--- src/hw/uirq_defines.svh ---
`ifndef UIRQ_DEFINES_SVH
`define UIRQ_DEFINES_SVH

// ==========================================================
// Register byte offsets
`define UIRQ_OFS_CTRL 12'h004
`define UIRQ_OFS_ENABLE 12'h010
`define UIRQ_OFS_DISABLE 12'h014
`define UIRQ_OFS_MASK 12'h018
`define UIRQ_OFS_STATUS 12'h01C
`define UIRQ_OFS_CLEAR 12'h020
`define UIRQ_OFS_EPCSR 12'h030
`define UIRQ_OFS_EPCSR_LAST 12'h044

// ==========================================================
// Field positions
`define UIRQ_NUM_EP 6
`define UIRQ_STAT_W 14
`define UIRQ_BIT_SUSP 8
`define UIRQ_BIT_RSM 9
`define UIRQ_BIT_EXT 10
`define UIRQ_BIT_SOF 11
`define UIRQ_BIT_BRE 12
`define UIRQ_BIT_WAKE 13
`define UIRQ_CTRL_RWE 0
`define UIRQ_CTRL_SUSP 1
`define UIRQ_CSR_TXC 0
`define UIRQ_CSR_BK0 1
`define UIRQ_CSR_SETUP 2
`define UIRQ_CSR_STALL 3
`define UIRQ_CSR_BK1 6

// ==========================================================
// Masks and reset values
`define UIRQ_MASK_BITS 14'h2F3F
`define UIRQ_CLR_BITS 14'h3F00
`define UIRQ_NOMASK_BITS 14'h1000
`define UIRQ_MASK_RST 14'h0200
`define UIRQ_STAT_RST 14'h0000

// ==========================================================
// Timing
`define UIRQ_CLK_MHZ 25
`define UIRQ_IDLE_US 3000
`define UIRQ_RESUME_US 10000

`endif

--- src/hw/uirq_pkg.sv ---
package uirq_pkg;
    typedef enum logic [1:0] {
        UIRQ_ACTIVE,
        UIRQ_SUSPENDED,
        UIRQ_RESUMING
    } uirq_link_t;
endpackage : uirq_pkg

--- src/hw/uirq_sync.sv ---
`timescale 1ns/1ps
module uirq_sync #(
    parameter int W = 1
) (
    // Clock and reset
    input wire logic pclk,
    input wire logic presetn,
    // Asynchronous level in, synchronised level out
    input wire logic [W-1:0] d,
    output logic [W-1:0] q
);
    logic [W-1:0] meta_ff;
    logic [W-1:0] q_ff;

    always_ff @(posedge pclk or negedge presetn) begin
        if (!presetn) begin
            meta_ff <= '0;
            q_ff <= '0;
        end else begin
            meta_ff <= d;
            q_ff <= meta_ff;
        end
    end

    assign q = q_ff;
endmodule : uirq_sync

--- src/hw/uirq_top.sv ---
// Design decisions made here: register access over APB and the register addresses.
`timescale 1ns/1ps
`include "uirq_defines.svh"
// Operation
// - Disable write one clears endpoint mask bit
// - Disable write one clears bus-level mask bit
// - Disable register is write-only, reads zero
// - Mask reports endpoint enables
// - Mask reports bus-level enables; bit 12 is always enabled here but reads zero
// - Resume source enabled out of reset
// - Endpoint status set by any endpoint flag
// - Endpoint status holds until flag cleared
// - Idle timeout sets suspend status, enters suspend
// - Host resume sets resume status
// - Resume pin edge in suspend sets status
// - Remote wake enabled drives resume state
// - Frame start token sets status
// - Bus reset end sets status bit 12
// - Host resume or reset sets wake status
// - Enable write one sets mask bit
// - Clear write one clears bus status bit
// - Writing zero clears transmit complete flag
module uirq_top #(
    parameter int IDLE_CYCLES = `UIRQ_IDLE_US * `UIRQ_CLK_MHZ,
    parameter int RESUME_CYCLES = `UIRQ_RESUME_US * `UIRQ_CLK_MHZ
) (
    // APB slave
    input wire logic pclk,
    input wire logic presetn,
    input wire logic psel,
    input wire logic penable,
    input wire logic pwrite,
    input wire logic [11:0] paddr,
    input wire logic [31:0] pwdata,
    output logic [31:0] prdata,
    output logic pready,
    output logic pslverr,
    // Endpoint flags from endpoint logic: levels, except tx_ack_pulse, a pulse
    input wire logic [`UIRQ_NUM_EP-1:0] setup_received,
    input wire logic [`UIRQ_NUM_EP-1:0] bank0_received,
    input wire logic [`UIRQ_NUM_EP-1:0] bank1_received,
    input wire logic [`UIRQ_NUM_EP-1:0] stall_acknowledged,
    input wire logic [`UIRQ_NUM_EP-1:0] tx_ack_pulse,
    // Bus events from port logic
    input wire logic bus_activity,
    input wire logic bus_resume_seen,
    input wire logic sof_token_seen,
    input wire logic bus_reset_seen,
    input wire logic bus_reset_done,
    // Asynchronous resume request pin
    input wire logic resume_request_pin,
    // Port side outputs
    output logic port_irq,
    output logic drive_resume,
    output uirq_pkg::uirq_link_t link_state,
    output logic [`UIRQ_NUM_EP-1:0] transmit_complete
);
    import uirq_pkg::*;

    localparam int NEP = `UIRQ_NUM_EP;
    localparam int SW = `UIRQ_STAT_W;

    // ==========================================================
    // APB decode
    logic pready_ff;
    logic pslverr_ff;
    logic [31:0] prdata_ff;
    wire access = psel && penable;
    wire done = access && pready_ff;
    wire wr = done && pwrite;
    wire sel_ctrl = paddr == `UIRQ_OFS_CTRL;
    wire sel_en = paddr == `UIRQ_OFS_ENABLE;
    wire sel_dis = paddr == `UIRQ_OFS_DISABLE;
    wire sel_mask = paddr == `UIRQ_OFS_MASK;
    wire sel_stat = paddr == `UIRQ_OFS_STATUS;
    wire sel_clr = paddr == `UIRQ_OFS_CLEAR;
    wire sel_csr = paddr >= `UIRQ_OFS_EPCSR && paddr <= `UIRQ_OFS_EPCSR_LAST
        && paddr[1:0] == 2'h0;
    wire [2:0] csr_idx = 3'((paddr - `UIRQ_OFS_EPCSR) >> 2);
    wire mapped = sel_ctrl || sel_en || sel_dis || sel_mask || sel_stat
        || sel_clr || sel_csr;
    wire [SW-1:0] wbits = pwdata[SW-1:0];
    wire wr_en = wr && sel_en;
    wire wr_dis = wr && sel_dis;
    wire wr_clr = wr && sel_clr;
    wire wr_ctrl = wr && sel_ctrl;
    wire wr_csr = wr && sel_csr;

    // ==========================================================
    // Resume pin: synchronised before edge detection
    logic ext_sync;
    logic ext_prev_ff;
    uirq_sync #(.W(1)) u_sync (
        .pclk(pclk),
        .presetn(presetn),
        .d(resume_request_pin),
        .q(ext_sync)
    );
    wire ext_edge = ext_sync && !ext_prev_ff;

    // ==========================================================
    // Link state: idle timer, suspend, remote wake
    uirq_link_t state_ff;
    uirq_link_t nxt_state;
    logic [31:0] idle_cnt_ff;
    logic [31:0] nxt_idle_cnt;
    logic rwe_ff;
    logic drive_ff;
    wire suspended = state_ff == UIRQ_SUSPENDED;
    wire idle_hit = state_ff == UIRQ_ACTIVE && !bus_activity
        && idle_cnt_ff == 32'(IDLE_CYCLES - 1);
    wire ext_evt = suspended && ext_edge;
    wire rsm_hit = state_ff == UIRQ_RESUMING
        && idle_cnt_ff == 32'(RESUME_CYCLES - 1);

    always_comb begin
        nxt_state = state_ff;
        nxt_idle_cnt = idle_cnt_ff + 32'h1;
        case (state_ff)
            UIRQ_ACTIVE: begin
                if (bus_activity) begin
                    nxt_idle_cnt = 32'h0;
                end else if (idle_hit) begin
                    nxt_state = UIRQ_SUSPENDED;
                    nxt_idle_cnt = 32'h0;
                end
            end
            UIRQ_SUSPENDED: begin
                nxt_idle_cnt = 32'h0;
                if (ext_evt && rwe_ff) begin
                    nxt_state = UIRQ_RESUMING;
                end else if (bus_activity || bus_resume_seen) begin
                    nxt_state = UIRQ_ACTIVE;
                end
            end
            UIRQ_RESUMING: begin
                if (rsm_hit) begin
                    nxt_state = UIRQ_ACTIVE;
                    nxt_idle_cnt = 32'h0;
                end
            end
            default: begin
                nxt_state = UIRQ_ACTIVE;
                nxt_idle_cnt = 32'h0;
            end
        endcase
    end

    wire nxt_drive = nxt_state == UIRQ_RESUMING;

    // ==========================================================
    // Transmit complete flags, one per endpoint
    logic [NEP-1:0] txc_ff;
    logic [NEP-1:0] nxt_txc;
    logic [NEP-1:0] ep_any;
    logic [31:0] csr_rd [NEP];
    genvar i;
    generate
        for (i = 0; i < NEP; i++) begin : g_ep
            // Set wins over a clearing write in the same cycle
            assign nxt_txc[i] = tx_ack_pulse[i] || (txc_ff[i]
                && !(wr_csr && csr_idx == 3'(i)
                && !pwdata[`UIRQ_CSR_TXC]));
            // Level OR: bit drops only once every cause is cleared
            assign ep_any[i] = txc_ff[i] || bank0_received[i]
                || bank1_received[i] || setup_received[i]
                || stall_acknowledged[i];
            always_comb begin
                csr_rd[i] = 32'h0;
                csr_rd[i][`UIRQ_CSR_TXC] = txc_ff[i];
                csr_rd[i][`UIRQ_CSR_BK0] = bank0_received[i];
                csr_rd[i][`UIRQ_CSR_SETUP] = setup_received[i];
                csr_rd[i][`UIRQ_CSR_STALL] = stall_acknowledged[i];
                csr_rd[i][`UIRQ_CSR_BK1] = bank1_received[i];
            end
        end
    endgenerate

    // ==========================================================
    // Mask and status
    logic [SW-1:0] mask_ff;
    logic [SW-1:0] stat_ff;
    logic irq_ff;
    wire [SW-1:0] nxt_mask = wr_en ? mask_ff | (wbits & `UIRQ_MASK_BITS)
        : wr_dis ? mask_ff & ~(wbits & `UIRQ_MASK_BITS)
        : mask_ff;
    wire [SW-1:0] bus_set = SW'({bus_resume_seen || bus_reset_seen,
        bus_reset_done, sof_token_seen, ext_evt, bus_resume_seen,
        idle_hit}) << `UIRQ_BIT_SUSP;
    // Bits 8 to 13
    wire [SW-1:0] bus_clr = wr_clr ? wbits & `UIRQ_CLR_BITS : '0;
    wire [SW-1:0] bus_keep = stat_ff & `UIRQ_CLR_BITS & ~bus_clr;
    wire [SW-1:0] nxt_stat = (bus_keep | bus_set) | SW'(ep_any);
    // set wins over clear
    wire [SW-1:0] mask_eff = mask_ff | `UIRQ_NOMASK_BITS;
    wire nxt_irq = |(stat_ff & mask_eff);

    // ==========================================================
    // Read mux; disable, enable and clear read back zero
    wire [31:0] ctrl_rd = (32'(rwe_ff) << `UIRQ_CTRL_RWE)
        | (32'(suspended) << `UIRQ_CTRL_SUSP);
    wire [31:0] rd_data = sel_mask ? 32'(mask_ff)
        : sel_stat ? 32'(stat_ff)
        : sel_ctrl ? ctrl_rd
        : sel_csr ? csr_rd[csr_idx]
        : 32'h0;
    wire nxt_pready = access && !pready_ff;
    wire nxt_rwe = wr_ctrl ? pwdata[`UIRQ_CTRL_RWE] : rwe_ff;

    always_ff @(posedge pclk or negedge presetn) begin
        if (!presetn) begin
            pready_ff <= 1'b0;
            pslverr_ff <= 1'b0;
            prdata_ff <= 32'h0;
        end else begin
            pready_ff <= nxt_pready;
            pslverr_ff <= nxt_pready && !mapped;
            prdata_ff <= nxt_pready && !pwrite ? rd_data : 32'h0;
        end
    end

    always_ff @(posedge pclk or negedge presetn) begin
        if (!presetn) begin
            mask_ff <= `UIRQ_MASK_RST;
            stat_ff <= `UIRQ_STAT_RST;
            irq_ff <= 1'b0;
            txc_ff <= '0;
            rwe_ff <= 1'b0;
        end else begin
            mask_ff <= nxt_mask;
            stat_ff <= nxt_stat;
            irq_ff <= nxt_irq;
            txc_ff <= nxt_txc;
            rwe_ff <= nxt_rwe;
        end
    end

    always_ff @(posedge pclk or negedge presetn) begin
        if (!presetn) begin
            state_ff <= UIRQ_ACTIVE;
            idle_cnt_ff <= 32'h0;
            drive_ff <= 1'b0;
            ext_prev_ff <= 1'b0;
        end else begin
            state_ff <= nxt_state;
            idle_cnt_ff <= nxt_idle_cnt;
            drive_ff <= nxt_drive;
            ext_prev_ff <= ext_sync;
        end
    end

    assign prdata = prdata_ff;
    assign pready = pready_ff;
    assign pslverr = pslverr_ff;
    assign port_irq = irq_ff;
    assign drive_resume = drive_ff;
    assign link_state = state_ff;
    assign transmit_complete = txc_ff;

    // ==========================================================
    // Assertions
    a_disable_clears_mask: assert property (
        @(posedge pclk) disable iff (!presetn)
        wr_dis |=> (mask_ff & $past(wbits)) == '0)
        else $error("disable write left a mask bit set");
    a_enable_sets_mask: assert property (
        @(posedge pclk) disable iff (!presetn)
        wr_en |=> (~mask_ff & $past(wbits) & `UIRQ_MASK_BITS) == '0)
        else $error("enable write did not set mask bit");
    a_mask_read_back: assert property (
        @(posedge pclk) disable iff (!presetn)
        (nxt_pready && !pwrite && sel_mask)
        |=> prdata == 32'($past(mask_ff)))
        else $error("mask read returned wrong value");
    a_disable_reads_zero: assert property (
        @(posedge pclk) disable iff (!presetn)
        (nxt_pready && !pwrite && sel_dis) |=> prdata == 32'h0)
        else $error("disable register read not zero");
    a_ep_status_level: assert property (
        @(posedge pclk) disable iff (!presetn)
        ##1 stat_ff[NEP-1:0] == $past(ep_any))
        else $error("endpoint status not following flags");
    a_suspend_timeout: assert property (
        @(posedge pclk) disable iff (!presetn)
        idle_hit |=> stat_ff[`UIRQ_BIT_SUSP] && suspended)
        else $error("idle timeout did not suspend");
    a_host_resume_sets: assert property (
        @(posedge pclk) disable iff (!presetn)
        bus_resume_seen |=> stat_ff[`UIRQ_BIT_RSM]
        && stat_ff[`UIRQ_BIT_WAKE])
        else $error("host resume not recorded");
    a_remote_wake_drive: assert property (
        @(posedge pclk) disable iff (!presetn)
        (ext_evt && rwe_ff) |=> drive_resume
        && stat_ff[`UIRQ_BIT_EXT] ##1 drive_resume)
        else $error("remote wake did not drive resume");
    a_clear_status: assert property (
        @(posedge pclk) disable iff (!presetn)
        (wr_clr && pwdata[`UIRQ_BIT_SOF] && !sof_token_seen)
        |=> !stat_ff[`UIRQ_BIT_SOF])
        else $error("clear write did not clear frame status");
    a_irq_output: assert property (
        @(posedge pclk) disable iff (!presetn)
        ##1 port_irq == $past(|(stat_ff & mask_eff)))
        else $error("interrupt output mismatch");
endmodule : uirq_top

--- config.mk ---
export PLATFORM = sky130hd
export DESIGN_NAME = uirq_top
export DESIGN_NICKNAME = d
export VERILOG_FILES = /design/src/hw/uirq_pkg.sv /design/src/hw/uirq_sync.sv /design/src/hw/uirq_top.sv
export VERILOG_INCLUDE_DIRS = /design/src /design/src/hw
export SDC_FILE = /design/constraint.sdc
export NUM_CORES = 1
export LEC_CHECK = 0
export CAP_MARGIN = 20
export CORE_MARGIN = 2
export CORE_UTILIZATION = 34
export CTS_CLUSTER_DIAMETER = 100
export CTS_CLUSTER_SIZE = 8
export DETAILED_ROUTE_END_ITERATION = 8
export DONT_BUFFER_PORTS = 1
export MAX_ROUTING_LAYER = met4
export PLACE_DENSITY = 0.59
export SLEW_MARGIN = 10
export SYNTH_ARGS = -nofsm -noshare
export SYNTH_HDL_FRONTEND = slang
export SYNTH_SLANG_ARGS = --single-unit
--- constraint.sdc ---
create_clock -name pclk -period 3.01 [get_ports pclk]
set_input_delay 0.4515 -clock pclk [delete_from_list [all_inputs] [get_ports pclk]]
set_output_delay 0.4515 -clock pclk [all_outputs]
set_load 0.1 [all_outputs]
Word-level counts from Yosys, hierarchy flattened --
Cells that the tools add are included.
Operators by class: add/subtract/negate cells 2, $lt $le $gt $ge 3, equal/unequal tests 16, muxes and demuxes 21, bitwise operators 10, reductions and logical operators 92
Operators by type and width (count):
- $mux W32 | 10
- $bmux W32 S3 | 1
- $pmux W32 S2 | 1
- $eq A12 B5 Y1 const B | 4
- $and A14 B14 Y14 | 3
- $mux W14 | 3
- $logic_or A1 B1 Y1 | 38
- $logic_and A1 B1 Y1 | 37
- $add A32 B1 Y32 const B | 1
- $eq A32 B17 Y1 const B | 1
- $eq A32 B18 Y1 const B | 1
- $not A14 Y14 | 2
- $or A14 B14 Y14 | 2
- $or A14 B6 Y14 | 1
- $reduce_or A14 Y1 | 1
- $eq A12 B3 Y1 const B | 1
- $eq A12 B6 Y1 const B | 1
- $ge A12 B6 Y1 const B | 1
- $le A12 B7 Y1 const B | 1
- $logic_not A1 Y1 | 12
- $mux W2 | 5
- $eq A3 B2 Y1 const B | 2
- $eq A3 B3 Y1 const B | 2
- $pmux W2 S3 | 1
- other kinds (10) | 12
Storage, ports and cells: flip-flop bits (word level) 108, input bits 85, output and inout port bits 44, logic and storage cells 158

Logic depth before layout (Yosys ltp) --
depth in word-level cells 10, depth in mapped cells 7, mapped depth without buffers 6

Hierarchy --
Synthesis repeated with hierarchy kept, for this count alone.
Unflattened totals: cell total of the unflattened synthesis 433, area total of the unflattened synthesis 4355.4 um2
Modules (own cells, without submodules):
- uirq_top | times used 1, cells each 431, area an instance 4305.4 um2
- uirq_sync | times used 1, cells each 2, area an instance 50.0 um2

Least setup slack after synthesis --
Ideal clock, no wire load.
path kind flip-flop to flip-flop, start reg state_ff[1] (netlist: link_state[1]), end reg idle_cnt_ff[10], library setup time 121 ps, arrival 2393 ps, required time 2889 ps, slack 495 ps, cell stages (with the launch flop) 7, buffers on the path 1, clock period less this slack 2515 ps, path through dfrtp_1 or4b_2 nor4_1 a41oi_1 o21ai_1 buf_2 nor2_1
On the way: cells in the longest elaborated chain, start to end 6
RTL lines:
- start, declared | RTL line uirq_top.sv:103 | uirq_link_t state_ff;
- start signal, assigned | RTL line uirq_top.sv:245 | state_ff <= nxt_state;
- $logic_not A2 Y1 | RTL line uirq_top.sv:110, uirq_top.sv:119
- $logic_and A1 B1 Y1 | RTL line uirq_top.sv:110 | wire idle_hit = state_ff == UIRQ_ACTIVE && !bus_activity
- $logic_and A1 B1 Y1 | RTL line uirq_top.sv:111 | && idle_cnt_ff == 32'(IDLE_CYCLES - 1);
- $mux W32 | RTL line uirq_top.sv:123 | end else if (idle_hit) begin
- $mux W32 | RTL line uirq_top.sv:121 | if (bus_activity) begin
- $pmux W32 S2 * | RTL line uirq_top.sv:119 | case (state_ff)
- via nxt_idle_cnt[10] | RTL line uirq_top.sv:106 | logic [31:0] nxt_idle_cnt;
- end signal, assigned | RTL line uirq_top.sv:246 | idle_cnt_ff <= nxt_idle_cnt;
- end, declared | RTL line uirq_top.sv:105 | logic [31:0] idle_cnt_ff;
The timed path passes the listed nets; every way through them passes the cells marked *. A chain may end at the register's enable or synchronous reset.

Worst setup path in the final report --
start reg idle_cnt_ff[3], end reg idle_cnt_ff[30]
On the way: cells in the longest elaborated chain, start to end 5
RTL lines (RTL line):
- branches (longest 4 deep; another with $add A32 B1 Y32)
- $pmux W32 S2 * | uirq_top.sv:119
- via nxt_idle_cnt[30] | uirq_top.sv:106
Mark *: on every way through the listed nets, which the timed path passes.

==> impl_metrics.json <==
{
  "status": "finished clean",
  "grt-ovfl-total": 0,
  "final.setup.tns_ns": 0,
  "clk_latency_ns": 0.34,
  "arrival_ns": 2.50,
  "cts_resized": 0,
  "synth_seq_cells": 84,
  "report.final.slew_viol_count": 0,
  "vias": 3268,
  "postRouteAntennaNets": 0,
  "synthTopCellsByArea": "dfrtp_1, nor2_1, nand4_1",
  "synth_top_area_share_pct": 48.1,
  "fin_nets": 534,
  "wl_per_cell_um": 17.0,
  "io_buffers": 0,
  "post-cts-setup-buffers": 0,
  "tightest_slew_ns": 0.938,
  "max_stage_delay_ns": 0.69,
  "finalSetupViolations": 0,
  "die_w_um": 117,
  "cp-start-kind": "flip-flop",
  "synth.avg_cell_area_sq_um": 9.79,
  "htreeDepth": 3,
  "slew-limit-headroom_pct": 37.2,
  "p_per_area_nw_per_um2": 510,
  "grt_max_degree": 85,
  "die_h_um": 117,
  "hold_slack_ns": 0.0145,
  "ys_async_sr_fraction_pct": 100,
  "n_antenna_cell": 0,
  "synth_edf_count": 0,
  "layout_min_cycle_time_ns": 2.29,
  "cts_num_sinks": 84,
  "dp_hpwl_um": 7800,
  "worstPathMaxFanout": 22,
  "antenna_found_initial": 0,
  "worst_slack_ns": 0.720,
  "wl_um": 10600,
  "rows": 41,
  "rsz0062_at_grt": "false",
  "timing.final.crit_share_pct": 76.1,
  "postCtsHoldBufs": 1,
  "hold_violations": 0,
  "initial_utilization_pct": 34.5,
  "end_kind": "flip-flop",
  "path_clk_slew_ns": 0.06,
  "slowest_stage": "or4b_2",
  "final_cell_mix": "dfrtp_1, nor2_1, nand2_1",
  "path_cells": "or4b_2 -> nor4_1 -> a41oi_1 -> o21ai_1 -> buf_4 -> a21oi_1",
  "synth_flop_cell": "dfrtp_1",
  "grt_usage_pct": 17.1,
  "core-area_sq_um": 12500,
  "cts_made_buffers": 9,
  "drive_gt1_share_pct": 12.1,
  "first_iter_violations": 190,
  "critPathKind": "reg -> reg",
  "leakage_uw": 0.00184,
  "fmax_mhz": 437,
  "first_pass_iters": 4,
  "path_delay_family": "simple AND/OR/NAND/NOR gates",
  "synth_area_leader_cell": "dfrtp_1",
  "layout_commonest_cell": "dfrtp_1",
  "hold_class": "in -> async",
  "syn2layout_area_growth_pct": 11.6,
  "ir_worst_vdd_uv": 271,
  "yosysUniqueCellTypes": 52,
  "drv_cap": 0,
  "yosys_warnings": 0,
  "crit_required_ns": 3.22,
  "synth_cells": 441,
  "avgViaCountPerCell": 5.23,
  "timing.critical_path.buf_inv": 1,
  "r2r_slack_ns": 0.72,
  "grt_pass1_vias": 3419,
  "yosysSeqAreaShare_pct": 48.7,
  "clock_path_buffers": 2,
  "grt_pass1_wl_um": 17600,
  "fin_util_pct": 38.5,
  "synth_area_sq_um": 4320,
  "nFillCells": 1268,
  "fin_skew_ns": 0.00742,
  "preCtsSetupSlack_ns": 0.555,
  "dieArea_sq_um": 13600,
  "ios": 129,
  "place_congestion": 0.813,
  "cts_tree": "yes",
  "drc": 0,
  "ctsRootBufferMaster": "clkbuf_16"
}
flip-flops by register name (all words and copies together) (netlist names):
register and cells:
link_state 2, drive_resume 1, rwe_ff 1, u_sync.q 1, transmit_complete 6, port_irq 1, pslverr 1, ext_prev_ff 1
prdata 13, mask_ff 11, idle_cnt_ff 32, stat_ff 12, pready 1, u_sync.meta_ff 1
cell usage after synthesis (all sizes together) (4+ instances only):
master,instances
a22oi,17
nor2,61
inv,7
nand2,40
a21o,9
nor4,13
clkbuf,10
xor2,16
a21oi,10
dfrtp,83
nor3,16
a211oi,4
buf,27
xnor2,10
o21ai,15
mux2,6
or4,5
nand4,25
mux4,5
nand3,20
or3,4
and4,5
o22ai,4
metal layers:
metal	track usage (%)	wire, um	vias to the layer above
li1	-	-	1575
met1	20.2	4370	1582
met3	6.02	836	12
met2	27.9	5280	99
met4	4.47	131	0
met5	-	0	-
power breakdown:
group	switching (uW)	internal, uW
registers	11.1	1140
clock network	447	663
logic	163	35.5
worst paths after layout:
path                                         start               to  cells past startpoint
worst min register to register      u_sync.meta_ff         u_sync.q                      0
max in group asynchronous                  presetn       mask_ff[9]                      1
min in group pclk               resume_request_pin   u_sync.meta_ff                      0
worst max-delay path                idle_cnt_ff[3]  idle_cnt_ff[30]                      6
worst max register to register      idle_cnt_ff[3]  idle_cnt_ff[30]                      6
worst min-delay path                       presetn  idle_cnt_ff[22]                      1
through the flow:
stage	cell area, sq um	power (uW)	cells
2_1_floorplan	4390	1360	459
3_3_place_gp	4490	1340	608
3_5_place_dp	4490	1340	608
4_1_cts	4820	2480	625
5_1_grt	4820	2550	625
6_report	4820	2460	625
cell families (layout without fill, tap and decap cells):
kind of cell	after synthesis	after routing	share of synthesized area, %
other	1	19	0.0868
DFF	84	84	48.7
muxes	11	11	4.17
adders and majority gates	1	1	0.290
and+or+nand+nor	206	206	25.4
buffers and inverters	44	38	5.68
xor gates and xnor gates	26	26	5.27
AOI/OAI and AO/OA	68	68	10.4
area by class of cell:
cell class                      count  area [sq um]  area share (%)
Inverter                            7          26.3           0.545
Sequential cell                    84          2100            43.7
Clock inverter                      6          63.8            1.32
Multi-Input combinational cell    331          2040            42.3
Timing Repair Buffer               15           133            2.75
Tap cell                          172           215            4.47
Clock buffer                       10           239            4.96
(Power assumes the default switching activity.)
